[src/design/ldhs_pkg.sv]
package ldhs_pkg;

	// Status and command code width toward the supervisory controller.
	localparam int CODE_W = 2;

	// Default encodings; the top module turns each into a parameter.
	localparam logic [1:0] LS_NONE_DEF = 2'h0;
	localparam logic [1:0] LS_CANNOT_RECEIVE_DEF = 2'h1;
	localparam logic [1:0] LS_WANT_TO_RECEIVE_DEF = 2'h2;
	localparam logic [1:0] DS_NONE_DEF = 2'h0;
	localparam logic [1:0] DS_WANT_TO_TRANSFER_DEF = 2'h1;
	localparam logic [1:0] DS_READY_TO_RECEIVE_DEF = 2'h2;
	localparam logic [1:0] DC_GET_READY_DEF = 2'h1;
	localparam logic [1:0] DC_START_TRANSFER_DEF = 2'h2;

	// Timing: clock rate and the end-signal hold time.
	localparam int CLK_KHZ = 25000;
	localparam int SIGNAL_HOLD_MS = 2000;
	localparam int SIGNAL_HOLD_CYCLES = SIGNAL_HOLD_MS * CLK_KHZ;
	localparam int TIMER_W = 32;

	// Register byte offsets.
	localparam logic [3:0] CTRL_OFS = 4'h0;
	localparam logic [3:0] STATUS_OFS = 4'h4;
	localparam logic [3:0] CODES_OFS = 4'h8;
	localparam int ADDR_W = 4;

	// Control register fields and reset value.
	localparam int CTRL_ENABLE_BIT = 0;
	localparam int CTRL_START_BIT = 1;
	localparam logic CTRL_ENABLE_RST = 1'b0;

	// Status register fields.
	localparam int STATUS_STATE_LSB = 0;
	localparam int STATUS_IN_LSB = 4;
	localparam int STATUS_BUSY_BIT = 12;
	localparam int STATUS_START_BIT = 13;

	// Codes register fields.
	localparam int CODES_LOAD_LSB = 0;
	localparam int CODES_DISCH_LSB = 8;
	localparam int CODES_CMD_LSB = 16;

	// Response codes.
	localparam logic [1:0] RESP_OKAY = 2'h0;
	localparam logic [1:0] RESP_SLVERR = 2'h2;

	typedef enum logic [3:0] {
		ST_IDLE,
		ST_CLOSE_DOOR,
		ST_END_SIGNAL,
		ST_WASH,
		ST_ASK_DISCHARGE,
		ST_FLAG_SHUTTLE,
		ST_OPEN_DOOR,
		ST_WAIT_START,
		ST_TILT_FORWARD,
		ST_DISCHARGE
	} ldhs_state_t;

endpackage

[src/design/ldhs_tmr_if.sv]
`timescale 1ns/100ps
interface ldhs_tmr_if;
	logic start;
	logic busy;
	modport ctl (output start, input busy);
	modport tmr (input start, output busy);
endinterface

[src/design/ldhs_fsm.sv]
//////////////////////////////////////////////////////////////////////////////
//////////////////////////////////////////////////////////////////////////////
`timescale 1ns/100ps
module ldhs_fsm
	import ldhs_pkg::*;
#(
	parameter int TIMER_CYCLES = SIGNAL_HOLD_CYCLES,
	parameter logic [CODE_W-1:0] LS_NONE = LS_NONE_DEF,
	parameter logic [CODE_W-1:0] LS_CANNOT_RECEIVE = LS_CANNOT_RECEIVE_DEF,
	parameter logic [CODE_W-1:0] LS_WANT_TO_RECEIVE = LS_WANT_TO_RECEIVE_DEF,
	parameter logic [CODE_W-1:0] DS_NONE = DS_NONE_DEF,
	parameter logic [CODE_W-1:0] DS_WANT_TO_TRANSFER = DS_WANT_TO_TRANSFER_DEF,
	parameter logic [CODE_W-1:0] DS_READY_TO_RECEIVE = DS_READY_TO_RECEIVE_DEF,
	parameter logic [CODE_W-1:0] DC_GET_READY = DC_GET_READY_DEF,
	parameter logic [CODE_W-1:0] DC_START_TRANSFER = DC_START_TRANSFER_DEF
) (
	input wire logic aclk,
	input wire logic aresetn,
	input wire logic [31:0] s_axi_awaddr,
	input wire logic [2:0] s_axi_awprot,
	input wire logic s_axi_awvalid,
	output logic s_axi_awready,
	input wire logic [31:0] s_axi_wdata,
	input wire logic [3:0] s_axi_wstrb,
	input wire logic s_axi_wvalid,
	output logic s_axi_wready,
	output logic [1:0] s_axi_bresp,
	output logic s_axi_bvalid,
	input wire logic s_axi_bready,
	input wire logic [31:0] s_axi_araddr,
	input wire logic [2:0] s_axi_arprot,
	input wire logic s_axi_arvalid,
	output logic s_axi_arready,
	output logic [31:0] s_axi_rdata,
	output logic [1:0] s_axi_rresp,
	output logic s_axi_rvalid,
	input wire logic s_axi_rready,
	input wire logic full_down,
	input wire logic door_closed,
	input wire logic door_open,
	input wire logic full_up,
	input wire logic seq_disch_allowed,
	input wire logic wash_done,
	input wire logic disch_done,
	input wire logic [CODE_W-1:0] disch_cmd,
	output logic door_close,
	output logic seq_load_done,
	output logic wash_run,
	output logic seq_disch_desired,
	output logic shuttle_disch_allowed,
	output logic allied_disch_desired,
	output logic shuttle_flag_down,
	output logic lu_allowed,
	output logic disch_commanded,
	output logic start_discharging,
	output logic disch_run,
	output logic [CODE_W-1:0] load_status,
	output logic [CODE_W-1:0] disch_status
);
	localparam int IN_BITS = 7;
	localparam int SYNC_W = IN_BITS + CODE_W;

	typedef struct packed {
		ldhs_state_t state;
		logic tmr_start;
		logic door_close;
		logic seq_load_done;
		logic wash_run;
		logic seq_disch_desired;
		logic shuttle_disch_allowed;
		logic allied_disch_desired;
		logic shuttle_flag_down;
		logic lu_allowed;
		logic disch_commanded;
		logic start_discharging;
		logic disch_run;
		logic [CODE_W-1:0] load_status;
		logic [CODE_W-1:0] disch_status;
		logic ctrl_enable;
		logic start_req;
		logic awready;
		logic wready;
		logic aw_have;
		logic w_have;
		logic [ADDR_W-1:0] aw_addr;
		logic [31:0] wdata;
		logic [3:0] wstrb;
		logic bvalid;
		logic [1:0] bresp;
		logic arready;
		logic rvalid;
		logic [31:0] rdata;
		logic [1:0] rresp;
	} ldhs_fsm_t;

	ldhs_fsm_t s_reg;
	ldhs_fsm_t s_next;
	logic [SYNC_W-1:0] pins_sync;
	logic in_full_down;
	logic in_door_closed;
	logic in_door_open;
	logic in_full_up;
	logic in_seq_allowed;
	logic in_wash_done;
	logic in_disch_done;
	logic [CODE_W-1:0] in_cmd;
	logic [31:0] status_word;
	logic [31:0] codes_word;
	logic write_start;

	ldhs_tmr_if tmr_bus ();

	if (TIMER_CYCLES < 2) begin : g_chk
		$error("ldhs_fsm: TIMER_CYCLES must be at least 2.");
	end

	//////////////////////////////////////////////////////////////////////////
	// Every outside level passes two flops; the command code is assumed to
	// be held stable by the supervisor for several cycles, so bits skew once.
	ldhs_sync #(
		.WIDTH(SYNC_W)
	) u_sync (
		.aclk(aclk),
		.aresetn(aresetn),
		.async_in({disch_cmd, disch_done, wash_done, seq_disch_allowed,
			full_up, door_open, door_closed, full_down}),
		.sync_out(pins_sync)
	);

	assign in_full_down = pins_sync[0];
	assign in_door_closed = pins_sync[1];
	assign in_door_open = pins_sync[2];
	assign in_full_up = pins_sync[3];
	assign in_seq_allowed = pins_sync[4];
	assign in_wash_done = pins_sync[5];
	assign in_disch_done = pins_sync[6];
	assign in_cmd = pins_sync[SYNC_W-1:IN_BITS];

	ldhs_timer #(
		.CYCLES(TIMER_CYCLES)
	) u_timer (
		.aclk(aclk),
		.aresetn(aresetn),
		.port(tmr_bus.tmr)
	);

	assign tmr_bus.start = s_reg.tmr_start;

	//////////////////////////////////////////////////////////////////////////
	// Readback words.
	always_comb begin
		status_word = '0;
		status_word[STATUS_STATE_LSB +: 4] = 4'(s_reg.state);
		status_word[STATUS_IN_LSB +: IN_BITS] = pins_sync[IN_BITS-1:0];
		status_word[STATUS_BUSY_BIT] = tmr_bus.busy;
		status_word[STATUS_START_BIT] = s_reg.start_req;
		codes_word = '0;
		codes_word[CODES_LOAD_LSB +: CODE_W] = s_reg.load_status;
		codes_word[CODES_DISCH_LSB +: CODE_W] = s_reg.disch_status;
		codes_word[CODES_CMD_LSB +: CODE_W] = in_cmd;
	end

	assign write_start = s_reg.aw_have && s_reg.w_have && !s_reg.bvalid
		&& s_reg.aw_addr == CTRL_OFS && s_reg.wstrb[0]
		&& s_reg.wdata[CTRL_START_BIT];

	//////////////////////////////////////////////////////////////////////////
	always_comb begin
		s_next = s_reg;
		s_next.tmr_start = 1'b0;

		// Write address and data are taken in either order.
		if (s_axi_awvalid && s_reg.awready) begin
			s_next.aw_have = 1'b1;
			s_next.aw_addr = s_axi_awaddr[ADDR_W-1:0];
		end
		if (s_axi_wvalid && s_reg.wready) begin
			s_next.w_have = 1'b1;
			s_next.wdata = s_axi_wdata;
			s_next.wstrb = s_axi_wstrb;
		end
		if (s_reg.aw_have && s_reg.w_have && !s_reg.bvalid) begin
			s_next.bvalid = 1'b1;
			s_next.bresp = RESP_OKAY;
			case (s_reg.aw_addr)
				CTRL_OFS: begin
					if (s_reg.wstrb[0]) begin
						s_next.ctrl_enable = s_reg.wdata[CTRL_ENABLE_BIT];
					end
				end
				STATUS_OFS, CODES_OFS: begin
					s_next.bresp = RESP_OKAY;
				end
				default: begin
					s_next.bresp = RESP_SLVERR;
				end
			endcase
		end
		if (s_reg.bvalid && s_axi_bready) begin
			s_next.bvalid = 1'b0;
			s_next.aw_have = 1'b0;
			s_next.w_have = 1'b0;
		end

		// Reads answer one cycle after the address is taken.
		if (s_axi_arvalid && s_reg.arready) begin
			s_next.rvalid = 1'b1;
			s_next.rresp = RESP_OKAY;
			case (s_axi_araddr[ADDR_W-1:0])
				CTRL_OFS: begin
					s_next.rdata = 32'(s_reg.ctrl_enable);
				end
				STATUS_OFS: begin
					s_next.rdata = status_word;
				end
				CODES_OFS: begin
					s_next.rdata = codes_word;
				end
				default: begin
					s_next.rdata = '0;
					s_next.rresp = RESP_SLVERR;
				end
			endcase
		end
		if (s_reg.rvalid && s_axi_rready) begin
			s_next.rvalid = 1'b0;
		end

		// Each wait state below changes outputs only on its exit.
		case (s_reg.state)
			ST_IDLE: begin
				if (s_reg.ctrl_enable && s_reg.start_req) begin
					s_next.start_req = 1'b0;
					s_next.state = ST_CLOSE_DOOR;
					s_next.load_status = LS_CANNOT_RECEIVE;
					s_next.door_close = 1'b1;
				end
			end
			ST_CLOSE_DOOR: begin
				if (in_full_down && in_door_closed) begin
					s_next.door_close = 1'b0;
					s_next.seq_load_done = 1'b1;
					s_next.tmr_start = 1'b1;
					s_next.state = ST_END_SIGNAL;
				end
			end
			ST_END_SIGNAL: begin
				// The timer raises busy one cycle after start, so start
				// itself must also be low before expiry is believed.
				if (!s_reg.tmr_start && !tmr_bus.busy) begin
					s_next.seq_load_done = 1'b0;
					s_next.wash_run = 1'b1;
					s_next.state = ST_WASH;
				end
			end
			ST_WASH: begin
				if (in_wash_done) begin
					s_next.wash_run = 1'b0;
					s_next.seq_disch_desired = 1'b1;
					s_next.state = ST_ASK_DISCHARGE;
				end
			end
			ST_ASK_DISCHARGE: begin
				if (in_seq_allowed) begin
					s_next.disch_status = DS_WANT_TO_TRANSFER;
					s_next.shuttle_disch_allowed = 1'b1;
					s_next.allied_disch_desired = 1'b1;
					s_next.state = ST_FLAG_SHUTTLE;
				end
			end
			ST_FLAG_SHUTTLE: begin
				if (in_cmd == DC_GET_READY) begin
					s_next.seq_disch_desired = 1'b0;
					s_next.shuttle_disch_allowed = 1'b0;
					s_next.shuttle_flag_down = 1'b1;
					s_next.lu_allowed = 1'b1;
					s_next.disch_commanded = 1'b1;
					s_next.state = ST_OPEN_DOOR;
				end
			end
			ST_OPEN_DOOR: begin
				if (in_door_open) begin
					s_next.lu_allowed = 1'b0;
					s_next.disch_commanded = 1'b0;
					s_next.disch_status = DS_READY_TO_RECEIVE;
					s_next.state = ST_WAIT_START;
				end
			end
			ST_WAIT_START: begin
				if (in_cmd == DC_START_TRANSFER) begin
					s_next.lu_allowed = 1'b1;
					s_next.disch_commanded = 1'b1;
					s_next.start_discharging = 1'b1;
					s_next.state = ST_TILT_FORWARD;
				end
			end
			ST_TILT_FORWARD: begin
				if (in_full_up) begin
					s_next.load_status = LS_WANT_TO_RECEIVE;
					s_next.disch_run = 1'b1;
					s_next.state = ST_DISCHARGE;
				end
			end
			ST_DISCHARGE: begin
				// Completion of discharge is owned by the next stage; here
				// the block only releases its own outputs when told.
				if (in_disch_done) begin
					s_next.disch_run = 1'b0;
					s_next.allied_disch_desired = 1'b0;
					s_next.shuttle_flag_down = 1'b0;
					s_next.lu_allowed = 1'b0;
					s_next.disch_commanded = 1'b0;
					s_next.start_discharging = 1'b0;
					s_next.disch_status = DS_NONE;
					s_next.load_status = LS_NONE;
					s_next.state = ST_IDLE;
				end
			end
			default: begin
				s_next.state = ST_IDLE;
			end
		endcase

		// A new start write wins over the consumption in the same cycle.
		if (write_start) begin
			s_next.start_req = 1'b1;
		end

		s_next.awready = !s_next.aw_have && !s_next.bvalid;
		s_next.wready = !s_next.w_have && !s_next.bvalid;
		s_next.arready = !s_next.rvalid;
	end

	always_ff @(posedge aclk) begin
		if (!aresetn) begin
			s_reg <= '0;
			s_reg.state <= ST_IDLE;
			s_reg.ctrl_enable <= CTRL_ENABLE_RST;
			s_reg.load_status <= LS_NONE;
			s_reg.disch_status <= DS_NONE;
		end else begin
			s_reg <= s_next;
		end
	end

	//////////////////////////////////////////////////////////////////////////
	assign s_axi_awready = s_reg.awready;
	assign s_axi_wready = s_reg.wready;
	assign s_axi_bresp = s_reg.bresp;
	assign s_axi_bvalid = s_reg.bvalid;
	assign s_axi_arready = s_reg.arready;
	assign s_axi_rdata = s_reg.rdata;
	assign s_axi_rresp = s_reg.rresp;
	assign s_axi_rvalid = s_reg.rvalid;
	assign door_close = s_reg.door_close;
	assign seq_load_done = s_reg.seq_load_done;
	assign wash_run = s_reg.wash_run;
	assign seq_disch_desired = s_reg.seq_disch_desired;
	assign shuttle_disch_allowed = s_reg.shuttle_disch_allowed;
	assign allied_disch_desired = s_reg.allied_disch_desired;
	assign shuttle_flag_down = s_reg.shuttle_flag_down;
	assign lu_allowed = s_reg.lu_allowed;
	assign disch_commanded = s_reg.disch_commanded;
	assign start_discharging = s_reg.start_discharging;
	assign disch_run = s_reg.disch_run;
	assign load_status = s_reg.load_status;
	assign disch_status = s_reg.disch_status;
endmodule

[src/design/ldhs_sync.sv]
`timescale 1ns/100ps
module ldhs_sync #(
	parameter int WIDTH = 1
) (
	input wire logic aclk,
	input wire logic aresetn,
	input wire logic [WIDTH-1:0] async_in,
	output logic [WIDTH-1:0] sync_out
);
	typedef struct packed {
		logic [WIDTH-1:0] stage1;
		logic [WIDTH-1:0] stage2;
	} ldhs_sync_t;

	ldhs_sync_t s_reg;
	ldhs_sync_t s_next;

	if (WIDTH < 1) begin : g_chk
		$error("ldhs_sync: WIDTH must be at least 1.");
	end

	// The first stage feeds only the second stage.
	always_comb begin
		s_next.stage1 = async_in;
		s_next.stage2 = s_reg.stage1;
	end

	always_ff @(posedge aclk) begin
		if (!aresetn) begin
			s_reg <= '0;
		end else begin
			s_reg <= s_next;
		end
	end

	assign sync_out = s_reg.stage2;
endmodule

[src/design/ldhs_timer.sv]
`timescale 1ns/100ps
module ldhs_timer #(
	parameter int CYCLES = 2
) (
	input wire logic aclk,
	input wire logic aresetn,
	ldhs_tmr_if.tmr port
);
	import ldhs_pkg::*;

	typedef struct packed {
		logic busy;
		logic [TIMER_W-1:0] count;
	} ldhs_timer_t;

	ldhs_timer_t s_reg;
	ldhs_timer_t s_next;

	if (CYCLES < 2) begin : g_chk
		$error("ldhs_timer: CYCLES must be at least 2.");
	end

	// A start while busy restarts the full interval.
	always_comb begin
		s_next = s_reg;
		if (port.start) begin
			s_next.busy = 1'b1;
			s_next.count = TIMER_W'(CYCLES - 1);
		end else if (s_reg.busy) begin
			if (s_reg.count == '0) begin
				s_next.busy = 1'b0;
			end else begin
				s_next.count = s_reg.count - 1'b1;
			end
		end
	end

	always_ff @(posedge aclk) begin
		if (!aresetn) begin
			s_reg <= '0;
		end else begin
			s_reg <= s_next;
		end
	end

	assign port.busy = s_reg.busy;
endmodule

[config.mk]
export PLATFORM = sky130hd
export DESIGN_NAME = ldhs_fsm
export DESIGN_NICKNAME = d
export VERILOG_FILES = /design/src/design/ldhs_pkg.sv /design/src/design/ldhs_tmr_if.sv /design/src/design/ldhs_fsm.sv /design/src/design/ldhs_sync.sv /design/src/design/ldhs_timer.sv
export SDC_FILE = /design/constraint.sdc
export NUM_CORES = 1
export LEC_CHECK = 0
export CAP_MARGIN = 0
export CORE_MARGIN = 1.5
export CORE_UTILIZATION = 45
export DETAILED_ROUTE_END_ITERATION = 10
export DONT_BUFFER_PORTS = 1
export RECOVER_POWER = 50
export SYNTH_ARGS = -nofsm -noshare
export SYNTH_HDL_FRONTEND = slang
export SYNTH_SLANG_ARGS = --single-unit
[constraint.sdc]
create_clock -name aclk -period 2.75 [get_ports aclk]
set_input_delay 0 -clock aclk [delete_from_list [all_inputs] [get_ports aclk]]
set_output_delay 0 -clock aclk [all_outputs]
set_load 0.005 [all_outputs]
==> insert_results.sql, run 1 <==
INSERT INTO impl_metrics (metric_group, metric, value, unit) VALUES
('run_status', 'status', 'complete, no violations', ''),
('clock_tree', 'cts-hold-fix-buffers', '32', ''),
('setup_path', 'most_used_cell_cp', 'or4_4', ''),
('sta', 'max_clock_freq', '393', 'MHz'),
('sta', 'max_slew.worst_pin.slew', '971', 'ps'),
('sta', 'period_needed', '2550', 'ps'),
('setup_path', 'endpoint_kind', 'flop', ''),
('floorplan', 'core_area', '0.0103', 'mm²'),
('clock_tree', 'cts.repair_timing.setup_buffer_count', '0', ''),
('sta', 'clock-skew-final', '12.6', 'ps'),
('route', 'routed-via-count', '3894', ''),
('setup_path', 'cpLargestDelayFamily', 'simple AND/OR/NAND/NOR gates', ''),
('sta', 'min_period_over_period', '0.926', ''),
('grt', 'antenna_found_initial', '0', ''),
('sta', 'slew_violations', '0', ''),
('sta', 'headroom_to_the_max_slew_limit', '0.350', ''),
('setup_path', 'worstPathCellList', 'or4_4 > or4_4 > o41ai_4 > buf_4 > nor4_1 > o31a_1', ''),
('grt', 'grt_first_pass_wirelength', '17600', 'µm'),
('clock_tree', 'ctsResizeCount', '0', ''),
('layout', 'design.final.nets', '678', ''),
('clock_tree', 'ctsHtreeMaxLevel', '3', ''),
('setup_path', 'type_of_the_setup_path_with_the_least_slack', 'reg2reg', ''),
('grt', 'grt_max_degree', '32', ''),
('sta', 'grt_setup_unrepaired', 'false', ''),
('route', 'vias_per_cell', '5.60', ''),
('floorplan', 'initial_core_util', '0.464', ''),
('clock_tree', 'cts_root_buf', 'clkbuf_8', ''),
('grt', 'grt_overflow_total', '0', ''),
('power_and_ir_drop', 'power_per_cell_area', '510', 'mW/mm²'),
('setup_path', 'cp_data_arrival_time', '2840', 'ps'),
('setup_path', 'critical_path_max_stage_delay', '570', 'ps'),
('placement', 'routabilityCongestion', '0.821', ''),
('layout', 'final_layout_size_suffix_gt1_frac', '0.0787', ''),
('synth', 'synthesis.yosys.warnings', '0', ''),
('setup_path', 'critical_path.slowest_cell', 'or4_4', ''),
('power_and_ir_drop', 'leakagePower', '0.00196', 'µW'),
('layout', 'n_antenna_cell', '0', ''),
('route', 'residual_drc', '0', ''),
('synth', 'async_flop_share', '0', ''),
('min_path', 'hold_path.class', 'in2reg', ''),
('placement', 'post_dp_cell_area', '0.00470', 'mm²'),
('clock_tree', 'cts_buffers', '9', ''),
('floorplan', 'dieHeight', '106', 'µm'),
('setup_path', 'critical_path_required', '3040', 'ps'),
('setup_path', 'critical_path_peak_fanout', '24', ''),
('power_and_ir_drop', 'vdd_drop_max', '0.000352', 'V'),
('flow_run', 'maxCapViolations', '0', ''),
('route', 'drt_first_pass_iters', '5', ''),
('route', 'antenna_violating_nets_post_route', '0', ''),
('setup_path', 'path_buf_inv', '1', ''),
('setup_path', 'setup.worst_path.start_class', 'flop', ''),
('synth', 'syn-mean-instance-area', '8.78', 'µm²'),
('floorplan', 'die_w', '106', 'µm'),
('synth', 'synth_seq_cells', '103', ''),
('clock_tree', 'insertion_delay', '390', 'ps'),
('clock_tree', 'cts_tree', 'built', ''),
('synth', 'ys_types', '65', ''),
('sta', 'setup-violations-final', '0', ''),
('grt', 'vias_in_the_first_global_route', '3642', ''),
('route', 'routedWlPerCell', '15.4', 'µm'),
('layout', 'synthToLayoutAreaGrowth', '9.29', '%'),
('floorplan', 'floorplan.io_pins', '178', ''),
('placement', 'placement.io_buffers', '0', ''),
('route', 'wirelength', '10700', 'µm'),
('synth', 'synth_edf_count', '0', ''),
('clock_tree', 'clock_path_buffers', '2', ''),
('sta', 'tns', '0', 'ps'),
('placement', 'dp.final_hpwl', '7170', 'µm'),
('synth', 'synth-seq-area-share', '0.430', ''),
('floorplan', 'fp.dieArea', '0.0113', 'mm²'),
('synth', 'syn_inst', '546', ''),
('grt', 'gr-usage-all-layers', '0.197', ''),
('clock_tree', 'worst_path_clk_slew', '120', 'ps'),
('power_and_ir_drop', 'report.power.total', '2670', 'µW'),
('route', 'first_iter_violations', '318', ''),
('clock_tree', 'tritoncts_num_sinks', '103', ''),
('floorplan', 'row_count', '37', ''),
('sta', 'finalHoldViolations', '0', ''),
('layout', 'final_design_area_no_fill', '0.00524', 'mm²'),
('synth', 'synth_area', '0.00479', 'mm²'),
('layout', 'flip_flop_count_of_the_largest_register_after_layout', '32', ''),
('synth', 'yosys_most_used_dff', 'dfxtp_1', '');
[final timing paths]
check | start | to | slack, ps | cells past startpoint
worst min-delay path | s_axi_araddr[1] | s_axi_rdata[4] | 30 | 4
worst max-delay path | u_timer.s_reg[10] | u_timer.s_reg[5] | 200 | 6
worst max register to register | u_timer.s_reg[10] | u_timer.s_reg[5] | 200 | 6
worst min register to register | u_sync.s_next[8] | u_sync.sync_out[8] | 440 | 1
[cells in the mapped netlist (8+ instances only)]
library cell,number,share of area
nand2_1,37,0.029
and2_1,23,0.030
a21oi_1,38,0.040
a31oi_1,13,0.017
a22oi_1,15,0.023
nor3_1,15,0.016
clkbuf_1,20,0.016
nor2_1,48,0.038
nand3_1,16,0.017
buf_4,42,0.066
inv_1,12,0.0094
or3_1,16,0.021
dfxtp_1,103,0.43
o21ai_0,10,0.010
nor2b_1,8,0.010
[final cells by class]
cell class              instances  area, µm²
inverters                      13       48.8
clock buffers                   9        124
well taps                     136        170
flip-flops and latches        103       2060
multi-input cells             381       2320
fillers                       962       5080
clock inverters                 7       93.8
repair buffers                 46        422
[worst min-delay path, delay by kind of cell]
family	cells	cell delay [ps]
AO/OA/AOI/OAI	1	140
AND/OR/NAND/NOR	2	80
buffers and inverters	1	160
[placed cells by master (no fill, tap or decap), drive strengths merged, types with 7 or more instances in the layout]
master / count
inv: 18
dfxtp: 103
a22oi: 15
nand3: 16
o21ai: 13
nor2b: 8
nor2: 48
o41ai: 7
or3: 16
clkbuf: 10
mux2i: 7
conb: 19
nand2: 37
a21oi: 38
and2: 23
nor4: 9
nor3: 15
buf: 13
or4: 9
o31ai: 7
a31oi: 13
dlygate4sd3: 32
[metrics by stage]
step	std cells	hold slack, ps	utilization	setup slack [ps]
after global routing	695	30.4	0.507	120
after global placement	647	124	0.456	266
after detailed placement	647	125	0.456	223
after floorplan	564	127	-	414
final	695	25.1	0.507	204
after CTS	695	6.29	0.508	205
[metal layers]
metal	up-vias	routed length (µm)	GRT usage
met3	12	709	0.0656
met1	1819	5300	0.273
li1	1959	-	-
met5	-	0	0
met2	104	4550	0.290
met4	0	153	0.0579
[logic make-up after synthesis]
kind of cell	share of synthesized area
fa+ha+maj	0.00522
flops	0.430
other cells	0.000782
xor+xnor	0.00183
buf+inv	0.100
simple gates	0.262
compound gates	0.183
mux	0.0170
[report_power, final]
group	internal, µW	leakage, µW	switching (µW)
combinational	57.9	0.00101	65.4
clock	382	0.000110	627
sequential	1520	0.000836	21.9
total	1960	0.00196	714
Note: power is estimated with default switching activity, not from simulation.
==> inputs of run 2 (changes only) <==
--- a/config.mk
+++ b/config.mk
@@ -6,10 +6,14 @@
 export NUM_CORES = 1
 export LEC_CHECK = 0
 export CAP_MARGIN = 0
+export CELL_PAD_IN_SITES_DETAIL_PLACEMENT = 1
+export CELL_PAD_IN_SITES_GLOBAL_PLACEMENT = 1
 export CORE_MARGIN = 1.5
-export CORE_UTILIZATION = 45
+export CORE_UTILIZATION = 40
+export CTS_BUF_LIST = sky130_fd_sc_hd__clkbuf_8
 export DETAILED_ROUTE_END_ITERATION = 10
 export DONT_BUFFER_PORTS = 1
+export PLACE_DENSITY_LB_ADDON = 0.1
 export RECOVER_POWER = 50
 export SYNTH_ARGS = -nofsm -noshare
 export SYNTH_HDL_FRONTEND = slang
==> insert_results.sql, run 2 (synthesis gave the netlist of run 1 again) <==
INSERT INTO impl_metrics (metric_group, metric, value, unit) VALUES
('run_status', 'status', 'complete, but fails checks', ''),
('run_status', 'violations', 'design-rule violations', ''),
('grt', 'grt_overflow_total', '0', ''),
('route', 'drt_first_pass_iters', '9', ''),
('route', 'routed-via-count', '3989', ''),
('placement', 'dp.final_hpwl', '8530', 'µm'),
('layout', 'utilization', '0.458', ''),
('layout', 'final_layout_size_suffix_gt1_frac', '0.0795', ''),
('sta', 'clock-skew-final', '15.1', 'ps'),
('placement', 'placed_cells_incl_taps', '656', ''),
('sta', 'max_slew.worst_pin.slew', '1160', 'ps'),
('setup_path', 'cp_data_arrival_time', '2730', 'ps'),
('grt', 'gr-usage-all-layers', '0.201', ''),
('sta', 'finalHoldViolations', '0', ''),
('floorplan', 'fp.dieArea', '0.0126', 'mm²'),
('sta', 'grt_setup_unrepaired', 'false', ''),
('power_and_ir_drop', 'vdd_drop_max', '0.000249', 'V'),
('setup_path', 'critical_path_required', '2980', 'ps'),
('floorplan', 'die_w', '112', 'µm'),
('grt', 'grt_max_degree', '33', ''),
('power_and_ir_drop', 'power_per_cell_area', '481', 'mW/mm²'),
('setup_path', 'endpoint_kind', 'flop', ''),
('clock_tree', 'cts_root_buf', 'clkbuf_8', ''),
('floorplan', 'core_area', '0.0116', 'mm²'),
('grt', 'grt_first_pass_wirelength', '20300', 'µm'),
('layout', 'synthToLayoutAreaGrowth', '10.4', '%'),
('setup_path', 'critical_path_peak_fanout', '23', ''),
('grt', 'antenna_found_initial', '0', ''),
('power_and_ir_drop', 'report.power.total', '2550', 'µW'),
('route', 'residual_drc', '3', ''),
('clock_tree', 'insertion_delay', '380', 'ps'),
('layout', 'final_design_area_no_fill', '0.00529', 'mm²'),
('layout', 'design.final.nets', '685', ''),
('placement', 'routabilityCongestion', '0.759', ''),
('layout', 'leading_cell_types_in_the_layout_fill_and_taps_excluded', 'dfxtp_1 (103), nor2_1 (48), a21oi_1 (38)', ''),
('floorplan', 'row_count', '39', ''),
('grt', 'vias_in_the_first_global_route', '4017', ''),
('setup_path', 'type_of_the_setup_path_with_the_least_slack', 'reg2reg', ''),
('sta', 'period_needed', '2500', 'ps'),
('layout', 'n_antenna_cell', '0', ''),
('clock_tree', 'cts.repair_timing.setup_buffer_count', '0', ''),
('route', 'routedWlPerCell', '17.3', 'µm'),
('clock_tree', 'cts_buffers', '9', ''),
('route', 'wirelength', '12300', 'µm'),
('clock_tree', 'clock_path_buffers', '2', ''),
('clock_tree', 'cts_tree', 'built', ''),
('setup_path', 'setup.worst_path.start_class', 'flop', ''),
('clock_tree', 'ctsHtreeMaxLevel', '3', ''),
('sta', 'headroom_to_the_max_slew_limit', '0.227', ''),
('flow_run', 'maxCapViolations', '0', ''),
('min_path', 'hold_path.class', 'in2reg', ''),
('placement', 'post_dp_cell_area', '0.00475', 'mm²'),
('route', 'vias_per_cell', '5.63', ''),
('sta', 'setup-violations-final', '0', ''),
('power_and_ir_drop', 'leakagePower', '0.00198', 'µW'),
('layout', 'fillers', '1366', ''),
('sta', 'min_period_over_period', '0.910', ''),
('floorplan', 'dieHeight', '112', 'µm'),
('route', 'first_iter_violations', '240', ''),
('sta', 'slew_violations', '0', ''),
('floorplan', 'floorplan.io_pins', '178', ''),
('floorplan', 'initial_core_util', '0.414', ''),
('route', 'antenna_violating_nets_post_route', '0', ''),
('clock_tree', 'worst_path_clk_slew', '100', 'ps'),
('placement', 'placement.io_buffers', '0', ''),
('sta', 'tns', '0', 'ps'),
('layout', 'layout_commonest_cell', 'dfxtp_1', ''),
('layout', 'stdcell_count', '709', ''),
('layout', 'flip_flop_count_of_the_largest_register_after_layout', '32', ''),
('sta', 'max_clock_freq', '400', 'MHz'),
('clock_tree', 'tritoncts_num_sinks', '103', '');
[run 2: cell count changes in the layout (fill, tap and decap cells not counted), sizes merged]
cell         change
clkinv           -1
dlygate4sd3      +5
clkinvlp         +1
clkbuf           -1
buf              +3
[run 2: metal layers]
metal  track usage  wire length [µm]  vias to the layer above
li1              -                 -                     1965
met1         0.277              6090                     1934
met2         0.311              5460                       80
met3        0.0481               598                       10
met4        0.0667               155                        0
met5             0                 0                        -
[run 2: path summary, 6_finish.rpt]
check	start	endpoint	slack (ps)	cells after the start
max reg2reg	u_timer.s_reg[10]	u_timer.s_reg[25]	250	6
max	u_timer.s_reg[10]	u_timer.s_reg[25]	250	6
min reg2reg	u_sync.s_next[2]	u_sync.sync_out[2]	440	1
min	s_axi_araddr[3]	s_axi_rdata[6]	100	4
[run 2: layout make-up]
cell class,count,area [µm²],share of cell area
Sequential cell,103,2060,0.390
Inverter,13,48.8,0.00922
Timing Repair Buffer,53,515,0.0974
Multi-Input combinational cell,381,2320,0.438
Tap cell,143,179,0.0338
Clock inverter,7,46.3,0.00874
Clock buffer,9,124,0.0234
[run 2: power breakdown]
group	internal (µW)	switching, µW	total, µW
Sequential	1520	23.4	1540
Combinational	62.5	67.8	130
Clock	332	543	875
Total	1910	634	2550
[run 2: metrics by stage]
| stage | setup WS [ps] | hold slack (ps) |
|---|---|---|
| floorplan | 414 | 127 |
| global placement | 272 | 123 |
| detailed placement | 241 | 126 |
| CTS | 236 | 82.0 |
| global route | 105 | 150 |
| finish | 247 | 103 |
[run 2: worst max-delay path: stages, from the launching register on]
cell     delay [ps]
dfxtp_1         340
or4_4           560
or4_4           530
o41ai_4         390
buf_4           320
or3_1           140
a31oi_1          70
[run 2: repair_timing]
action                                 in CTS  in global routing
gates resized for setup                     0                  0
endpoints found under the hold margin      61                  0
setup endpoints to repair                   0                  0
hold buffers                               37                  0
